[src/inc/dcg_pkg.sv]
package dcg_pkg;

    ////////////////////////////////////////////////////////////////////////////
    // clock and widths
    localparam int unsigned DCG_CORE_CLK_HZ    = 100_000_000;
    localparam int unsigned DCG_CORE_PERIOD_NS = 10;
    localparam int unsigned DCG_CNT_W          = 16;
    localparam int unsigned DCG_DIV_W          = 5;

    ////////////////////////////////////////////////////////////////////////////
    // reset values and counts
    localparam logic [15:0] DCG_COUNT_RST      = 16'h0000;
    localparam logic [15:0] DCG_COUNT_ONE      = 16'h0001;
    localparam logic [15:0] DCG_COUNT_MAX      = 16'hFFFF;
    localparam logic [15:0] DCG_LOCK_TOL       = 16'h0001;
    localparam logic [3:0]  DCG_LOCK_PERIODS   = 4'h8;
    localparam logic [3:0]  DCG_STABLE_RST     = 4'h0;
    localparam logic [4:0]  DCG_DIV_MIN_HALVES = 5'h02;
    localparam logic [4:0]  DCG_RISE_CNT_RST   = 5'h00;

    ////////////////////////////////////////////////////////////////////////////
    // loop state
    typedef enum logic [1:0] {
        DCG_ACQUIRE = 2'b00,
        DCG_LOCKED  = 2'b01
    } dcg_lock_state_t;

    ////////////////////////////////////////////////////////////////////////////
    // high while the phase, shifted back by off and taken modulo per, is below hi
    function automatic logic dcg_win(input logic [15:0] ph,
                                     input logic [15:0] off,
                                     input logic [15:0] per,
                                     input logic [15:0] hi);
        logic [16:0] pos;
        pos = 17'h00000;
        if (ph >= off) begin
            pos = {1'b0, ph} - {1'b0, off};
        end else begin
            pos = {1'b0, ph} + {1'b0, per} - {1'b0, off};
        end
        if (pos >= {1'b0, per}) begin
            pos = pos - {1'b0, per};
        end
        return (pos < {1'b0, hi}) && (per != DCG_COUNT_RST);
    endfunction

endpackage

[src/rtl/dcg_period_meter.sv]
`timescale 1ns/1ns
module dcg_period_meter
    import dcg_pkg::*;
#(
    parameter logic [3:0] LOCK_PERIODS = dcg_pkg::DCG_LOCK_PERIODS
) (
    input  wire logic        core_clk_i,
    input  wire logic        rstn_i,
    input  wire logic        rise_i,
    input  wire logic        ref_i,
    output logic      [15:0] period_o,
    output logic      [15:0] high_o,
    output logic             locked_o
);
    import dcg_pkg::*;

    logic [15:0]     cnt_q;
    logic [15:0]     hi_q;
    logic [15:0]     period_q;
    logic [15:0]     high_q;
    logic [3:0]      stable_q;
    dcg_lock_state_t state_q;
    logic [15:0]     diff;
    logic            match;

    assign diff  = (cnt_q >= period_q) ? (cnt_q - period_q) : (period_q - cnt_q);
    assign match = (diff <= DCG_LOCK_TOL);

    ////////////////////////////////////////////////////////////////////////////
    // cycle counts of period and high time
    always_ff @(posedge core_clk_i) begin
        if (!rstn_i) begin
            cnt_q <= DCG_COUNT_RST;
            hi_q  <= DCG_COUNT_RST;
        end else if (rise_i) begin
            cnt_q <= DCG_COUNT_ONE;
            hi_q  <= DCG_COUNT_ONE;
        end else begin
            if (cnt_q != DCG_COUNT_MAX) begin
                cnt_q <= cnt_q + DCG_COUNT_ONE;
            end
            if (ref_i && hi_q != DCG_COUNT_MAX) begin
                hi_q <= hi_q + DCG_COUNT_ONE;
            end
        end
    end

    always_ff @(posedge core_clk_i) begin
        if (!rstn_i) begin
            period_q <= DCG_COUNT_RST;
            high_q   <= DCG_COUNT_RST;
        end else if (rise_i) begin
            period_q <= cnt_q;
            high_q   <= hi_q;
        end
    end

    ////////////////////////////////////////////////////////////////////////////
    // lock: consecutive matching periods, lost on mismatch or a stopped input
    always_ff @(posedge core_clk_i) begin
        if (!rstn_i) begin
            state_q  <= DCG_ACQUIRE;
            stable_q <= DCG_STABLE_RST;
        end else begin
            case (state_q)
                DCG_ACQUIRE: begin
                    if (rise_i) begin
                        if (!match) begin
                            stable_q <= DCG_STABLE_RST;
                        end else if (stable_q >= LOCK_PERIODS - 4'h1) begin
                            state_q <= DCG_LOCKED;
                        end else begin
                            stable_q <= stable_q + 4'h1;
                        end
                    end
                end
                DCG_LOCKED: begin
                    if ((rise_i && !match) || cnt_q == DCG_COUNT_MAX) begin
                        state_q  <= DCG_ACQUIRE;
                        stable_q <= DCG_STABLE_RST;
                    end
                end
                default: begin
                    state_q  <= DCG_ACQUIRE;
                    stable_q <= DCG_STABLE_RST;
                end
            endcase
        end
    end

    assign period_o = period_q;
    assign high_o   = high_q;
    assign locked_o = (state_q == DCG_LOCKED);

endmodule

[src/rtl/dcg_phase_slot.sv]
`timescale 1ns/1ns
module dcg_phase_slot
    import dcg_pkg::*;
(
    input  wire logic        core_clk_i,
    input  wire logic        rstn_i,
    input  wire logic        en_i,
    input  wire logic [15:0] ph_i,
    input  wire logic [15:0] off_i,
    input  wire logic [15:0] per_i,
    input  wire logic [15:0] hi_i,
    output logic             clk_o
);
    import dcg_pkg::*;

    ////////////////////////////////////////////////////////////////////////////
    // one registered derived clock
    always_ff @(posedge core_clk_i) begin
        if (!rstn_i) begin
            clk_o <= 1'b0;
        end else begin
            // level held once the phase runs past the measured period
            clk_o <= en_i && ((ph_i < per_i) ? dcg_win(ph_i, off_i, per_i, hi_i) : clk_o);
        end
    end

endmodule

[src/rtl/dcg_clock_gen.sv]
`timescale 1ns/1ns
// Operation
// - zero-phase output edges align with the reference clock once locked.
// - quadrature, inverted and three-quarter outputs lag by 90, 180, 270 degrees.
// - high frequency mode holds the three phase-shifted outputs low.
// - doubled output runs at twice reference rate, rising in phase with it.
// - doubled-inverted output runs at twice rate, shifted 180 degrees.
// - divided output equals twice reference frequency over the divide factor setting, settings below 2 acting as 2.
// - high frequency mode holds doubled and doubled-inverted outputs low.
// - doubled, doubled-inverted and divided outputs have 50 percent duty cycle.
// - duty correction on forces the four phase outputs to 50 percent.
// - duty correction off lets phase outputs follow the reference duty cycle.
// - before lock the doubled output runs at reference rate, 25 percent duty.
// - non-integer factor in high frequency mode shortens divided high time.
module dcg_clock_gen
    import dcg_pkg::*;
#(
    parameter logic [3:0] LOCK_PERIODS = dcg_pkg::DCG_LOCK_PERIODS
) (
    input  wire logic                           core_clk_i,
    input  wire logic                           rstn_i,
    input  wire logic                           reference_input_clock_i,
    input  wire logic                           hf_mode_i,
    input  wire logic                           duty_correct_i,
    input  wire logic [dcg_pkg::DCG_DIV_W-1:0]  divide_factor_setting_i,
    output logic                                zero_phase_output_o,
    output logic                                quadrature_output_o,
    output logic                                inverted_phase_output_o,
    output logic                                three_quarter_phase_output_o,
    output logic                                doubled_output_o,
    output logic                                doubled_inverted_output_o,
    output logic                                divided_output_o,
    output logic                                locked_o
);
    import dcg_pkg::*;

    ////////////////////////////////////////////////////////////////////////////
    // reference edge detect
    logic        ref_q;
    logic        rise;

    always_ff @(posedge core_clk_i) begin
        if (!rstn_i) begin
            ref_q <= 1'b0;
        end else begin
            ref_q <= reference_input_clock_i;
        end
    end

    assign rise = reference_input_clock_i && !ref_q;

    ////////////////////////////////////////////////////////////////////////////
    // period measurement and lock
    logic [15:0] period;
    logic [15:0] high;
    logic        locked;
    logic        locked_q;
    logic        out_on;
    logic        on_q;
    logic        meas_on;
    logic        meas_q;

    dcg_period_meter #(
        .LOCK_PERIODS (LOCK_PERIODS)
    ) u_meter (
        .core_clk_i (core_clk_i),
        .rstn_i     (rstn_i),
        .rise_i     (rise),
        .ref_i      (reference_input_clock_i),
        .period_o   (period),
        .high_o     (high),
        .locked_o   (locked)
    );

    always_ff @(posedge core_clk_i) begin
        if (!rstn_i) begin
            locked_q <= 1'b0;
        end else begin
            locked_q <= out_on;
        end
    end

    assign locked_o = locked_q;

    ////////////////////////////////////////////////////////////////////////////
    // derived outputs start only at a reference rise, so no runt pulse
    function automatic logic gate_at_rise(input logic cond,
                                          input logic held,
                                          input logic edge_now);
        return cond && (held || edge_now);
    endfunction

    assign out_on  = gate_at_rise(locked, on_q, rise);
    assign meas_on = gate_at_rise(period != DCG_COUNT_RST, meas_q, rise);

    always_ff @(posedge core_clk_i) begin
        if (!rstn_i) begin
            on_q <= 1'b0;
        end else begin
            on_q <= out_on;
        end
    end

    always_ff @(posedge core_clk_i) begin
        if (!rstn_i) begin
            meas_q <= 1'b0;
        end else begin
            meas_q <= meas_on;
        end
    end

    ////////////////////////////////////////////////////////////////////////////
    // phase counter restarted on every reference rise
    logic [15:0] phase_q;
    logic [15:0] phase_d;

    always_comb begin
        phase_d = phase_q;
        if (rise) begin
            phase_d = DCG_COUNT_RST;
        end else if (phase_q != DCG_COUNT_MAX) begin
            phase_d = phase_q + DCG_COUNT_ONE;
        end
    end

    always_ff @(posedge core_clk_i) begin
        if (!rstn_i) begin
            phase_q <= DCG_COUNT_RST;
        end else begin
            phase_q <= phase_d;
        end
    end

    ////////////////////////////////////////////////////////////////////////////
    // window figures for the reference-rate outputs
    logic [15:0] half;
    logic [15:0] quarter;
    logic [15:0] eighth;
    logic [15:0] phase_hi;
    logic        phase_en;

    assign half    = {1'b0, period[15:1]};
    assign quarter = {2'b00, period[15:2]};
    assign eighth  = {3'b000, period[15:3]};

    assign phase_hi = duty_correct_i ? half : high;
    assign phase_en = out_on && !hf_mode_i;

    dcg_phase_slot u_zero (
        .core_clk_i (core_clk_i),
        .rstn_i     (rstn_i),
        .en_i       (out_on),
        .ph_i       (phase_d),
        .off_i      (DCG_COUNT_RST),
        .per_i      (period),
        .hi_i       (phase_hi),
        .clk_o      (zero_phase_output_o)
    );

    dcg_phase_slot u_quad (
        .core_clk_i (core_clk_i),
        .rstn_i     (rstn_i),
        .en_i       (phase_en),
        .ph_i       (phase_d),
        .off_i      (quarter),
        .per_i      (period),
        .hi_i       (phase_hi),
        .clk_o      (quadrature_output_o)
    );

    dcg_phase_slot u_inv (
        .core_clk_i (core_clk_i),
        .rstn_i     (rstn_i),
        .en_i       (phase_en),
        .ph_i       (phase_d),
        .off_i      (half),
        .per_i      (period),
        .hi_i       (phase_hi),
        .clk_o      (inverted_phase_output_o)
    );

    dcg_phase_slot u_three (
        .core_clk_i (core_clk_i),
        .rstn_i     (rstn_i),
        .en_i       (phase_en),
        .ph_i       (phase_d),
        .off_i      (half + quarter),
        .per_i      (period),
        .hi_i       (phase_hi),
        .clk_o      (three_quarter_phase_output_o)
    );

    ////////////////////////////////////////////////////////////////////////////
    // doubled outputs: phase folded onto half the period
    logic [15:0] phase_fold;
    logic [15:0] dbl_ph;
    logic [15:0] dbl_per;
    logic [15:0] dbl_hi;
    logic        dbl_en;
    logic        dbli_en;

    assign phase_fold = (phase_d >= half) ? (phase_d - half) : phase_d;

    always_comb begin
        if (out_on) begin
            dbl_ph  = phase_fold;
            dbl_per = half;
            dbl_hi  = quarter;
        end else begin
            dbl_ph  = phase_d;
            dbl_per = period;
            dbl_hi  = quarter;
        end
    end

    assign dbl_en  = !hf_mode_i && meas_on;
    assign dbli_en = !hf_mode_i && out_on;

    dcg_phase_slot u_dbl (
        .core_clk_i (core_clk_i),
        .rstn_i     (rstn_i),
        .en_i       (dbl_en),
        .ph_i       (dbl_ph),
        .off_i      (DCG_COUNT_RST),
        .per_i      (dbl_per),
        .hi_i       (dbl_hi),
        .clk_o      (doubled_output_o)
    );

    dcg_phase_slot u_dbli (
        .core_clk_i (core_clk_i),
        .rstn_i     (rstn_i),
        .en_i       (dbli_en),
        .ph_i       (phase_fold),
        .off_i      (quarter),
        .per_i      (half),
        .hi_i       (quarter),
        .clk_o      (doubled_inverted_output_o)
    );

    ////////////////////////////////////////////////////////////////////////////
    // divided output: period times factor in halves
    logic [4:0]  halves;
    logic [20:0] div_prod;
    logic [15:0] div_per;
    logic [15:0] div_hi;
    logic [15:0] div_q;
    logic [15:0] div_d;
    logic [4:0]  rise_cnt_q;
    logic        resync;

    assign halves = (divide_factor_setting_i < DCG_DIV_MIN_HALVES) ?
                    DCG_DIV_MIN_HALVES : divide_factor_setting_i;
    assign div_prod = 21'(period) * 21'(halves);
    assign div_per  = (div_prod[20:17] != 4'h0) ? DCG_COUNT_MAX : div_prod[16:1];

    always_comb begin
        div_hi = {1'b0, div_per[15:1]};
        if (hf_mode_i && halves[0]) begin
            div_hi = {1'b0, div_per[15:1]} - eighth;
        end
    end

    // two divided periods span exactly halves reference periods
    assign resync = rise && (rise_cnt_q == DCG_RISE_CNT_RST);

    always_ff @(posedge core_clk_i) begin
        if (!rstn_i) begin
            rise_cnt_q <= DCG_RISE_CNT_RST;
        end else if (rise) begin
            if (rise_cnt_q >= halves - 5'h01) begin
                rise_cnt_q <= DCG_RISE_CNT_RST;
            end else begin
                rise_cnt_q <= rise_cnt_q + 5'h01;
            end
        end
    end

    always_comb begin
        div_d = div_q + DCG_COUNT_ONE;
        if (resync || div_d >= div_per) begin
            div_d = DCG_COUNT_RST;
        end
    end

    always_ff @(posedge core_clk_i) begin
        if (!rstn_i) begin
            div_q <= DCG_COUNT_RST;
        end else begin
            div_q <= div_d;
        end
    end

    dcg_phase_slot u_div (
        .core_clk_i (core_clk_i),
        .rstn_i     (rstn_i),
        .en_i       (out_on),
        .ph_i       (div_d),
        .off_i      (DCG_COUNT_RST),
        .per_i      (div_per),
        .hi_i       (div_hi),
        .clk_o      (divided_output_o)
    );

endmodule

[config.mk]
export PLATFORM = sky130hd
export DESIGN_NAME = dcg_clock_gen
export DESIGN_NICKNAME = d
export VERILOG_FILES = /design/src/inc/dcg_pkg.sv /design/src/rtl/dcg_period_meter.sv /design/src/rtl/dcg_phase_slot.sv /design/src/rtl/dcg_clock_gen.sv
export SDC_FILE = /design/constraint.sdc
export NUM_CORES = 1
export LEC_CHECK = 0
export CORE_MARGIN = 2
export CORE_UTILIZATION = 45
export CTS_CLUSTER_DIAMETER = 40
export DETAILED_ROUTE_END_ITERATION = 6
export DONT_BUFFER_PORTS = 1
export SLEW_MARGIN = 20
export SYNTH_ARGS = -nofsm -noshare
export SYNTH_HDL_FRONTEND = slang
export SYNTH_SLANG_ARGS = --single-unit
[constraint.sdc]
create_clock -name core_clk_i -period 21.9 [get_ports core_clk_i]
set_input_delay 1.095 -clock core_clk_i [delete_from_list [all_inputs] [get_ports core_clk_i]]
set_output_delay 1.095 -clock core_clk_i [all_outputs]
set_load 0.05 [all_outputs]
== After elaboration in Yosys (flattened, before gate mapping) ==
Cells that the tools add are included.

* Muxes and demuxes: 61
* Bitwise logic cells: 1
* $add $sub $neg: 31
* Multipliers: 1
* Eq/ne operators: 10
* Magnitude comparators: 31
* Reduce and logical (&&, ||, !) cells: 42

{| class="wikitable"
|+ Operators by type and width
! cell !! count
|-
| 17-bit two-way mux || 28
|-
| 16-bit two-way mux || 10
|-
| 17-bit by 16-bit subtractor with 17-bit output || 7
|-
| 17-bit by 16-bit greater-or-equal comparator with 1-bit output || 6
|-
| 17-bit by 16-bit less-than comparator with 1-bit output || 5
|-
| 16-bit by 1-bit adder with 16-bit output, second input constant || 4
|-
| 16-bit nonzero test || 4
|-
| 16-bit by 16-bit adder with 17-bit output || 3
|-
| 16-bit by 1-bit greater-or-equal comparator with 1-bit output, second input constant || 3
|-
| 16-bit greater-or-equal comparator || 3
|-
| 16-bit less-than comparator || 3
|-
| 16-bit inequality test, second input constant || 3
|-
| 17-bit by 14-bit less-than comparator with 1-bit output || 2
|-
| 16-bit by 14-bit subtractor with 17-bit output || 2
|-
| 17-bit by 14-bit subtractor with 17-bit output || 2
|-
| 17-bit by 15-bit subtractor with 17-bit output || 2
|-
| 16-bit by 14-bit greater-or-equal comparator with 1-bit output || 2
|-
| 16-bit subtractor || 2
|-
| 1-bit logical AND || 23
|-
| 16-bit by 5-bit multiplier with 21-bit output || 1
|-
| 16-bit by 15-bit adder with 17-bit output || 1
|-
| 17-bit by 15-bit greater-or-equal comparator with 1-bit output || 1
|-
| 16-bit by 15-bit subtractor with 17-bit output || 1
|-
| 16-bit by 16-bit subtractor with 17-bit output || 1
|-
| other kinds (33) || 58
|}

* Output and inout bits: 8
* Logic and storage cells: 198
* Flip-flop bits (word level): 117

== Logic depth before layout (Yosys ltp) ==
* Word-level depth: 18
* Depth in mapped cells: 60

== By module ==
From an unflattened synthesis, not the netlist that was laid out.

* Cell total of the unflattened synthesis: 5472
* Area, all modules: 41004.3 µm²

{| class="wikitable"
|+ Modules (own cells, without submodules)
! module !! area each (µm²) !! instances !! sequential area each (µm²) !! cells an instance
|-
| dcg_phase_slot at u_div ... || 4105.2 || 2 || 20.0 || 554
|-
| dcg_clock_gen || 8010.2 || 1 || 800.8 || 1044
|-
| dcg_period_meter || 4642.0 || 1 || 1381.3 || 574
|-
| dcg_phase_slot at u_zero || 4144.0 || 1 || 20.0 || 557
|-
| dcg_phase_slot at u_dbli || 4119.0 || 1 || 20.0 || 552
|-
| dcg_phase_slot at u_dbl || 3983.8 || 1 || 20.0 || 540
|-
| dcg_phase_slot at u_quad || 3971.3 || 1 || 20.0 || 555
|-
| dcg_phase_slot at u_three || 3923.8 || 1 || 20.0 || 542
|}

== Worst setup path before layout ==
No wires, ideal clock.

* Path type: input -> register
* From: input divide_factor_setting_i[2] (netlist name)
* To: register u_div.clk_o
* Path buffers: 6
* Setup slack: 10.564 ns
* Data required time: 21.805 ns
* Setup time: 0.095 ns
* Stages on the path: 53
* Data arrival time: 11.241 ns
* Cell sequence: clkbuf_1 -> clkbuf_1 -> nand2_1 -> fa_1 -> fa_1 -> fa_1 -> inv_1 -> ha_1 -> a21o_1 -> a21oi_1 -> o21ai_1 -> a211o_1 -> a41oi_1 -> a21oi_1 -> o22ai_1 -> mux2i_1 -> or2_1 -> clkbuf_1 -> [17 not listed] -> nor4_1 -> o31ai_1 -> clkbuf_1 -> nor2_1 -> a21oi_1 -> ha_1 -> a21o_1 -> a21oi_1 -> nor2b_1 -> o21ai_0 -> nand2b_1 -> a21oi_1 -> o211ai_1 -> o21ai_0 -> a21oi_1 -> a31oi_1 -> a31oi_1 -> a221oi_1

* Word-level cells in the longest chain between the ends: 18
* Elaborated cells on any way between the ends: 25

{| class="wikitable"
|+ RTL lines
! what !! RTL line !! source
|-
| start: declaration || dcg_clock_gen.sv:25 || <nowiki>input wire logic [dcg_pkg::DCG_DIV_W-1:0] divide_factor_setting_i,</nowiki>
|-
| 5-bit by 2-bit less-than comparator with 1-bit output || dcg_clock_gen.sv:252 || <nowiki>assign halves = (divide_factor_setting_i < DCG_DIV_MIN_HALVES) ?</nowiki>
|-
| 5-bit two-way mux (*) || dcg_clock_gen.sv:252 ||
|-
| 16-bit by 5-bit multiplier with 21-bit output (*) || dcg_clock_gen.sv:254 || <nowiki>assign div_prod = 21'(period) * 21'(halves);</nowiki>
|-
| 4-bit nonzero test || dcg_clock_gen.sv:255 || <nowiki>assign div_per = (div_prod[20:17] != 4'h0) ? DCG_COUNT_MAX : div_prod[16:1];</nowiki>
|-
| 16-bit two-way mux (*) || dcg_clock_gen.sv:255 ||
|-
| 16-bit greater-or-equal comparator (*) || dcg_clock_gen.sv:281 || <nowiki>if (resync || div_d >= div_per) begin</nowiki>
|-
| 1-bit logical OR (*) || dcg_clock_gen.sv:281 ||
|-
| 16-bit two-way mux (*) || dcg_clock_gen.sv:281 ||
|-
| via div_d[2] || dcg_clock_gen.sv:248 || <nowiki>logic [15:0] div_d;</nowiki>
|-
| [2 not listed] || -- ||
|-
| 17-bit two-way mux || dcg_phase_slot.sv:19 || <nowiki>if (!rstn_i) begin</nowiki>
|-
| 17-bit by 16-bit subtractor with 17-bit output / 17-bit by 16-bit greater-or-equal comparator with 1-bit output (equally long branches) || dcg_pkg.sv:42, dcg_pkg.sv:41 ||
|-
| 17-bit two-way mux || dcg_pkg.sv:41 || <nowiki>if (pos >= {1'b0, per}) begin</nowiki>
|-
| 17-bit two-way mux || dcg_phase_slot.sv:19 ||
|-
| 17-bit by 16-bit less-than comparator with 1-bit output || dcg_pkg.sv:44 || <nowiki>return (pos < {1'b0, hi}) && (per != DCG_COUNT_RST);</nowiki>
|-
| 1-bit logical AND || dcg_pkg.sv:44 ||
|-
| 1-bit two-way mux (*) || dcg_phase_slot.sv:23 || <nowiki>clk_o <= en_i && ((ph_i < per_i) ? dcg_win(ph_i, off_i, per_i, hi_i) : clk_o);</nowiki>
|-
| 1-bit logical AND (*) || dcg_phase_slot.sv:23 ||
|-
| end signal: assignment || dcg_phase_slot.sv:23 ||
|-
| end: declaration || dcg_phase_slot.sv:12 || <nowiki>output logic clk_o</nowiki>
|}

The timed path passes the listed nets; every way through them passes the cells marked *. The select of a mux whose other input is x is not followed.
A chain may end at the register's enable or synchronous reset.

== Worst setup path after layout ==
* From: register phase_q[0]
* To: register u_dbli.clk_o

* Word-level cells in the longest chain between the ends: 16
* Elaborated cells on any way between the ends: 22

{| class="wikitable"
|+ RTL lines
! what !! RTL line !! source
|-
| start: declaration || dcg_clock_gen.sv:114 || <nowiki>logic [15:0] phase_q;</nowiki>
|-
| start signal: assignment || dcg_clock_gen.sv:130 || <nowiki>phase_q <= phase_d;</nowiki>
|-
| 16-bit by 1-bit adder with 16-bit output / 16-bit inequality test (equally long branches) || dcg_clock_gen.sv:122, dcg_clock_gen.sv:121 ||
|-
| 16-bit two-way mux (*) || dcg_clock_gen.sv:121 || <nowiki>end else if (phase_q != DCG_COUNT_MAX) begin</nowiki>
|-
| 16-bit two-way mux (*) || dcg_clock_gen.sv:119 || <nowiki>if (rise) begin</nowiki>
|-
| via phase_d[7] || dcg_clock_gen.sv:115 || <nowiki>logic [15:0] phase_d;</nowiki>
|-
| 16-bit by 15-bit subtractor with 16-bit output / 16-bit by 15-bit greater-or-equal comparator with 1-bit output (equally long branches) || dcg_clock_gen.sv:202 || <nowiki>assign phase_fold = (phase_d >= half) ? (phase_d - half) : phase_d;</nowiki>
|-
| 16-bit two-way mux (*) || dcg_clock_gen.sv:202 ||
|-
| 16-bit by 15-bit adder with 17-bit output || dcg_pkg.sv:39 || <nowiki>pos = {1'b0, ph} + {1'b0, per} - {1'b0, off};</nowiki>
|-
| 17-bit by 14-bit subtractor with 17-bit output || dcg_pkg.sv:39 ||
|-
| 17-bit two-way mux || dcg_pkg.sv:36 || <nowiki>if (ph >= off) begin</nowiki>
|-
| 17-bit two-way mux || dcg_phase_slot.sv:19 ||
|-
| 17-bit by 15-bit subtractor with 17-bit output / 17-bit by 15-bit greater-or-equal comparator with 1-bit output (equally long branches) || dcg_pkg.sv:42, dcg_pkg.sv:41 ||
|-
| 17-bit two-way mux || dcg_pkg.sv:41 ||
|-
| 17-bit two-way mux || dcg_phase_slot.sv:19 ||
|-
| 17-bit by 14-bit less-than comparator with 1-bit output || dcg_pkg.sv:44 ||
|-
| 1-bit logical AND || dcg_pkg.sv:44 ||
|-
| 1-bit two-way mux (*) || dcg_phase_slot.sv:23 ||
|-
| 1-bit logical AND (*) || dcg_phase_slot.sv:23 ||
|-
| end signal: assignment || dcg_phase_slot.sv:23 ||
|-
| end: declaration || dcg_phase_slot.sv:12 ||
|}

Marks and branches as above.

==> out/results.txt <==
After synthesis the netlist holds a flip-flop and latch count of 116. Buffers inserted during clock tree synthesis total 17. Along the worst path, the maximum fanout reaches 46. The logs give 60000 sq um for the core region area and 26200 for the vias after detailed routing. Compared with the post-synthesis result, the final layout area differs by 6.15%. The proportion of synthesized chip area in sequential cells was 8.54%.

No sink is reached through more buffers than the 2 on the longest clock path. At the pin with the least slew margin, the transition time is 1120 ps. The tools report the post-route DRC violation count as 0.

The most used flip-flop cell after synthesis is dfxtp_1. The category of the critical setup timing path is reg2reg. The die covers 62400 sq um. Using the TritonRoute via totals, the vias-per-cell ratio works out to 5.92.

The global-route wire length before repair was 142000 microns; the count of fill cells added during filler insertion was 6095. For this run, the detailed router's first-pass iteration total came to 5. In this run the remaining antenna-violating nets after routing total 0. After global routing the overflow that remains totals 0.

The number of antenna diodes in the final layout is 0. The cts-stage hold buffer count is 0. Setup violations remaining at the end of the flow were counted as 0. Setup repair after global routing left no endpoint under its margin. The run gives 0.0785 GHz as the maximum clock rate. Global routing used 29.4% of the available tracks.

In the final routed layout, each cell accounts on average for 21.1 microns. The HPWL after detailed placement is 71900 microns. The run gives 0.987 as the final weighted congestion in routability-driven placement. The cell with the largest stage delay on the worst path is and4bb_1. The endpoint required time on the critical path is 22290 ps, and the headroom to the max-slew limit is 25.0%. STA classifies the critical path endpoint as a register.

The analysis attributes to cell leakage a power of 13.3 nW. Post-CTS repair changed the size of 0 cells. The fraction of final layout cells with drive strength greater than 1 was 5.84%.

Master cell of the clock root buffer: clkbuf_16. The worst hold path belongs to the class reg2reg. The clock slew at the register clock pins of the worst setup and hold paths is 70 ps, and the number of synthesized flops with an enable pin is 0. STA classifies the critical path startpoint as a register. The buffers inserted during post-CTS setup optimization was 0; the clock tree skew after final layout was 21.0 ps. After the first detailed-routing iteration, the DRC count stood at 2182. The initialized floorplan defines 90 standard-cell rows. The count of final max-slew check failures is 0, and the number of buffers added on ports is 0. Cells fill 48.1% of the core in the end. The die is 250 microns wide. The average size of a mapped cell was 7.45 sq um; the chip height was 250 microns. For the count of warnings emitted by yosys, the log shows 0. The tools report the max-capacitance violation count as 0. The final cycle utilization of the critical path was 58.2%; the clock latency at the later pin of the worst-skew pair was 470 ps.

The distinct cell type count after synthesis is 92, and the net count after synthesis is 4234. After routing, the total negative slack on setup checks comes to 0 ps. Pin placement for this block handled 18 I/O pins. The routed wire length is 93700 microns. The clock tree synthesis step divided the H-tree into 4 levels. Once the floorplan was initialized, standard cells occupied 45.3% of the core. On the worst path, the slowest cell contributes a delay of 820 ps. The initial antenna violation count was 1; the post-route minimum period was 12740 ps.

The worst supply voltage drop on vdd is 0.0596 mV, and the number of nets at the end of the flow is 4218. The cell count after synthesis came out at 3654. The final-report hold violation count was 0.

Counting flops with an async set or reset pin after synthesis yields a share of 0%. Entering global routing, the biggest net connects 60 pins. The run gives 27200 sq um as the post-synthesis instance area. The flow ran to the end, and the final reports show no timing, DRC or antenna violations. TritonCTS built the clock tree. Data on the critical path arrives at its endpoint at 13130 ps. The number of sinks handled by clock tree synthesis was 116. For the via count of the first global-routing pass, the log shows 24100. Power spread over the standard cell area amounts to 62.9 nW/um^2.
## metal layers
layer  part of all wire (%)  up-vias  routed length, microns  global-route usage [%]
li1                       -    13100                       -                       -
met2                     43      781                   40700                    46.2
met1                     46    12200                   42700                    40.3
met5                      0        -                       0                       0
met3                    6.4      174                    5990                    3.78
met4                    4.6        0                    4320                    12.5
## report_power, final
group	total, mW	switching [mW]	leakage, nW	internal, mW
Sequential	0.217	0.00373	0.937	0.213
Clock	0.279	0.122	0.263	0.156
Combinational	1.32	0.724	12.1	0.595
Total	1.82	0.851	13.3	0.965
## sequential cells by signal (all words and copies together), names as in the netlist
register,flops
on_q,1
phase_q,16
rise_cnt_q,5
u_meter.state_q,1
u_meter.hi_q,16
u_meter.high_o,16
u_meter.cnt_q,16
u_meter.period_o,16
u_meter.stable_q,4
u_zero.clk_o,1
u_inv.clk_o,1
u_dbli.clk_o,1
ref_q,1
u_dbl.clk_o,1
u_div.clk_o,1
div_q,16
u_three.clk_o,1
u_quad.clk_o,1
meas_q,1
## worst paths after layout
check,start,to,slack [ps],cells after the start
setup / recovery,phase_q[0],u_dbli.clk_o,9160,51
hold / removal,u_meter.high_o[5],u_meter.high_o[5],450,2
setup reg to reg,phase_q[0],u_dbli.clk_o,9160,51
hold reg to reg,u_meter.high_o[5],u_meter.high_o[5],450,2
## logic make-up (layout without fill, tap and decap cells)
logic type	Yosys count	in the layout	synth area share [%]
fa+ha+maj	570	570	28.3
xor+xnor	292	292	9.40
buf+inv	347	343	4.89
simple gates	1224	1224	21.9
mux	106	106	4.22
flops	116	116	8.54
compound gates	999	999	22.8
## Yosys cell counts, types with 84 or more instances
master,count,share of area (%)
o21ai_0,225,4.1
xnor2_1,178,5.7
nor3_1,84,1.5
ha_1,496,23
dfxtp_1,116,8.5
nand2_1,345,4.8
a21oi_1,335,6.2
xor2_1,114,3.7
nor2_1,309,4.3
a21o_1,116,3.2
inv_1,245,3.4
nand3_1,87,1.6
## layout make-up
class	count	area (sq um)	area share, %
flip-flops and latches	116	2320	8.04
clock buffers	18	429	1.49
inverters	246	926	3.21
multi-input cells	3191	23600	81.7
well taps	782	978	3.39
repair buffers	66	495	1.72
clock inverters	13	128	0.442
## per-stage QoR
stage / power [mW] / instances / cell area, sq um / hold WS, ps / setup slack [ps]
3_5_place_dp: 1.52 / 4401 / 28300 / 447 / 9430
3_3_place_gp: 1.52 / 4401 / 28300 / 441 / 9650
5_1_grt: 2.01 / 4432 / 28900 / 472 / 7880
6_report: 1.82 / 4432 / 28900 / 454 / 9160
4_1_cts: 1.81 / 4432 / 28900 / 455 / 9400
2_1_floorplan: 1.27 / 3654 / 27200 / 434 / 10560
## layout by cell type, fill, tap and decap left out, types with 40 or more instances in the layout
master and count:
ha_1 496, nand2_1 345, a21oi_1 335, nor2_1 309, inv_1 244, o21ai_0 225, xnor2_1 178, a21o_1 116
dfxtp_1 116, xor2_1 114, nand3_1 87, nor3_1 83, fa_1 74, nand4_1 73, buf_4 66, nor2b_1 63
mux2_2 61, nand2b_1 58, and2_1 53, o21a_1 40
## worst max-delay path: cells and delay by family, from the launching register on
family,cells,cell delay (ps)
AO/OA/AOI/OAI,23,5480
XOR/XNOR,1,90
adder cells (fa/ha/maj),5,1610
buffers and inverters,3,410
flip-flops,1,420
multiplexers,1,400
AND/OR/NAND/NOR,18,4210
Note: power is estimated with default switching activity, not from simulation.
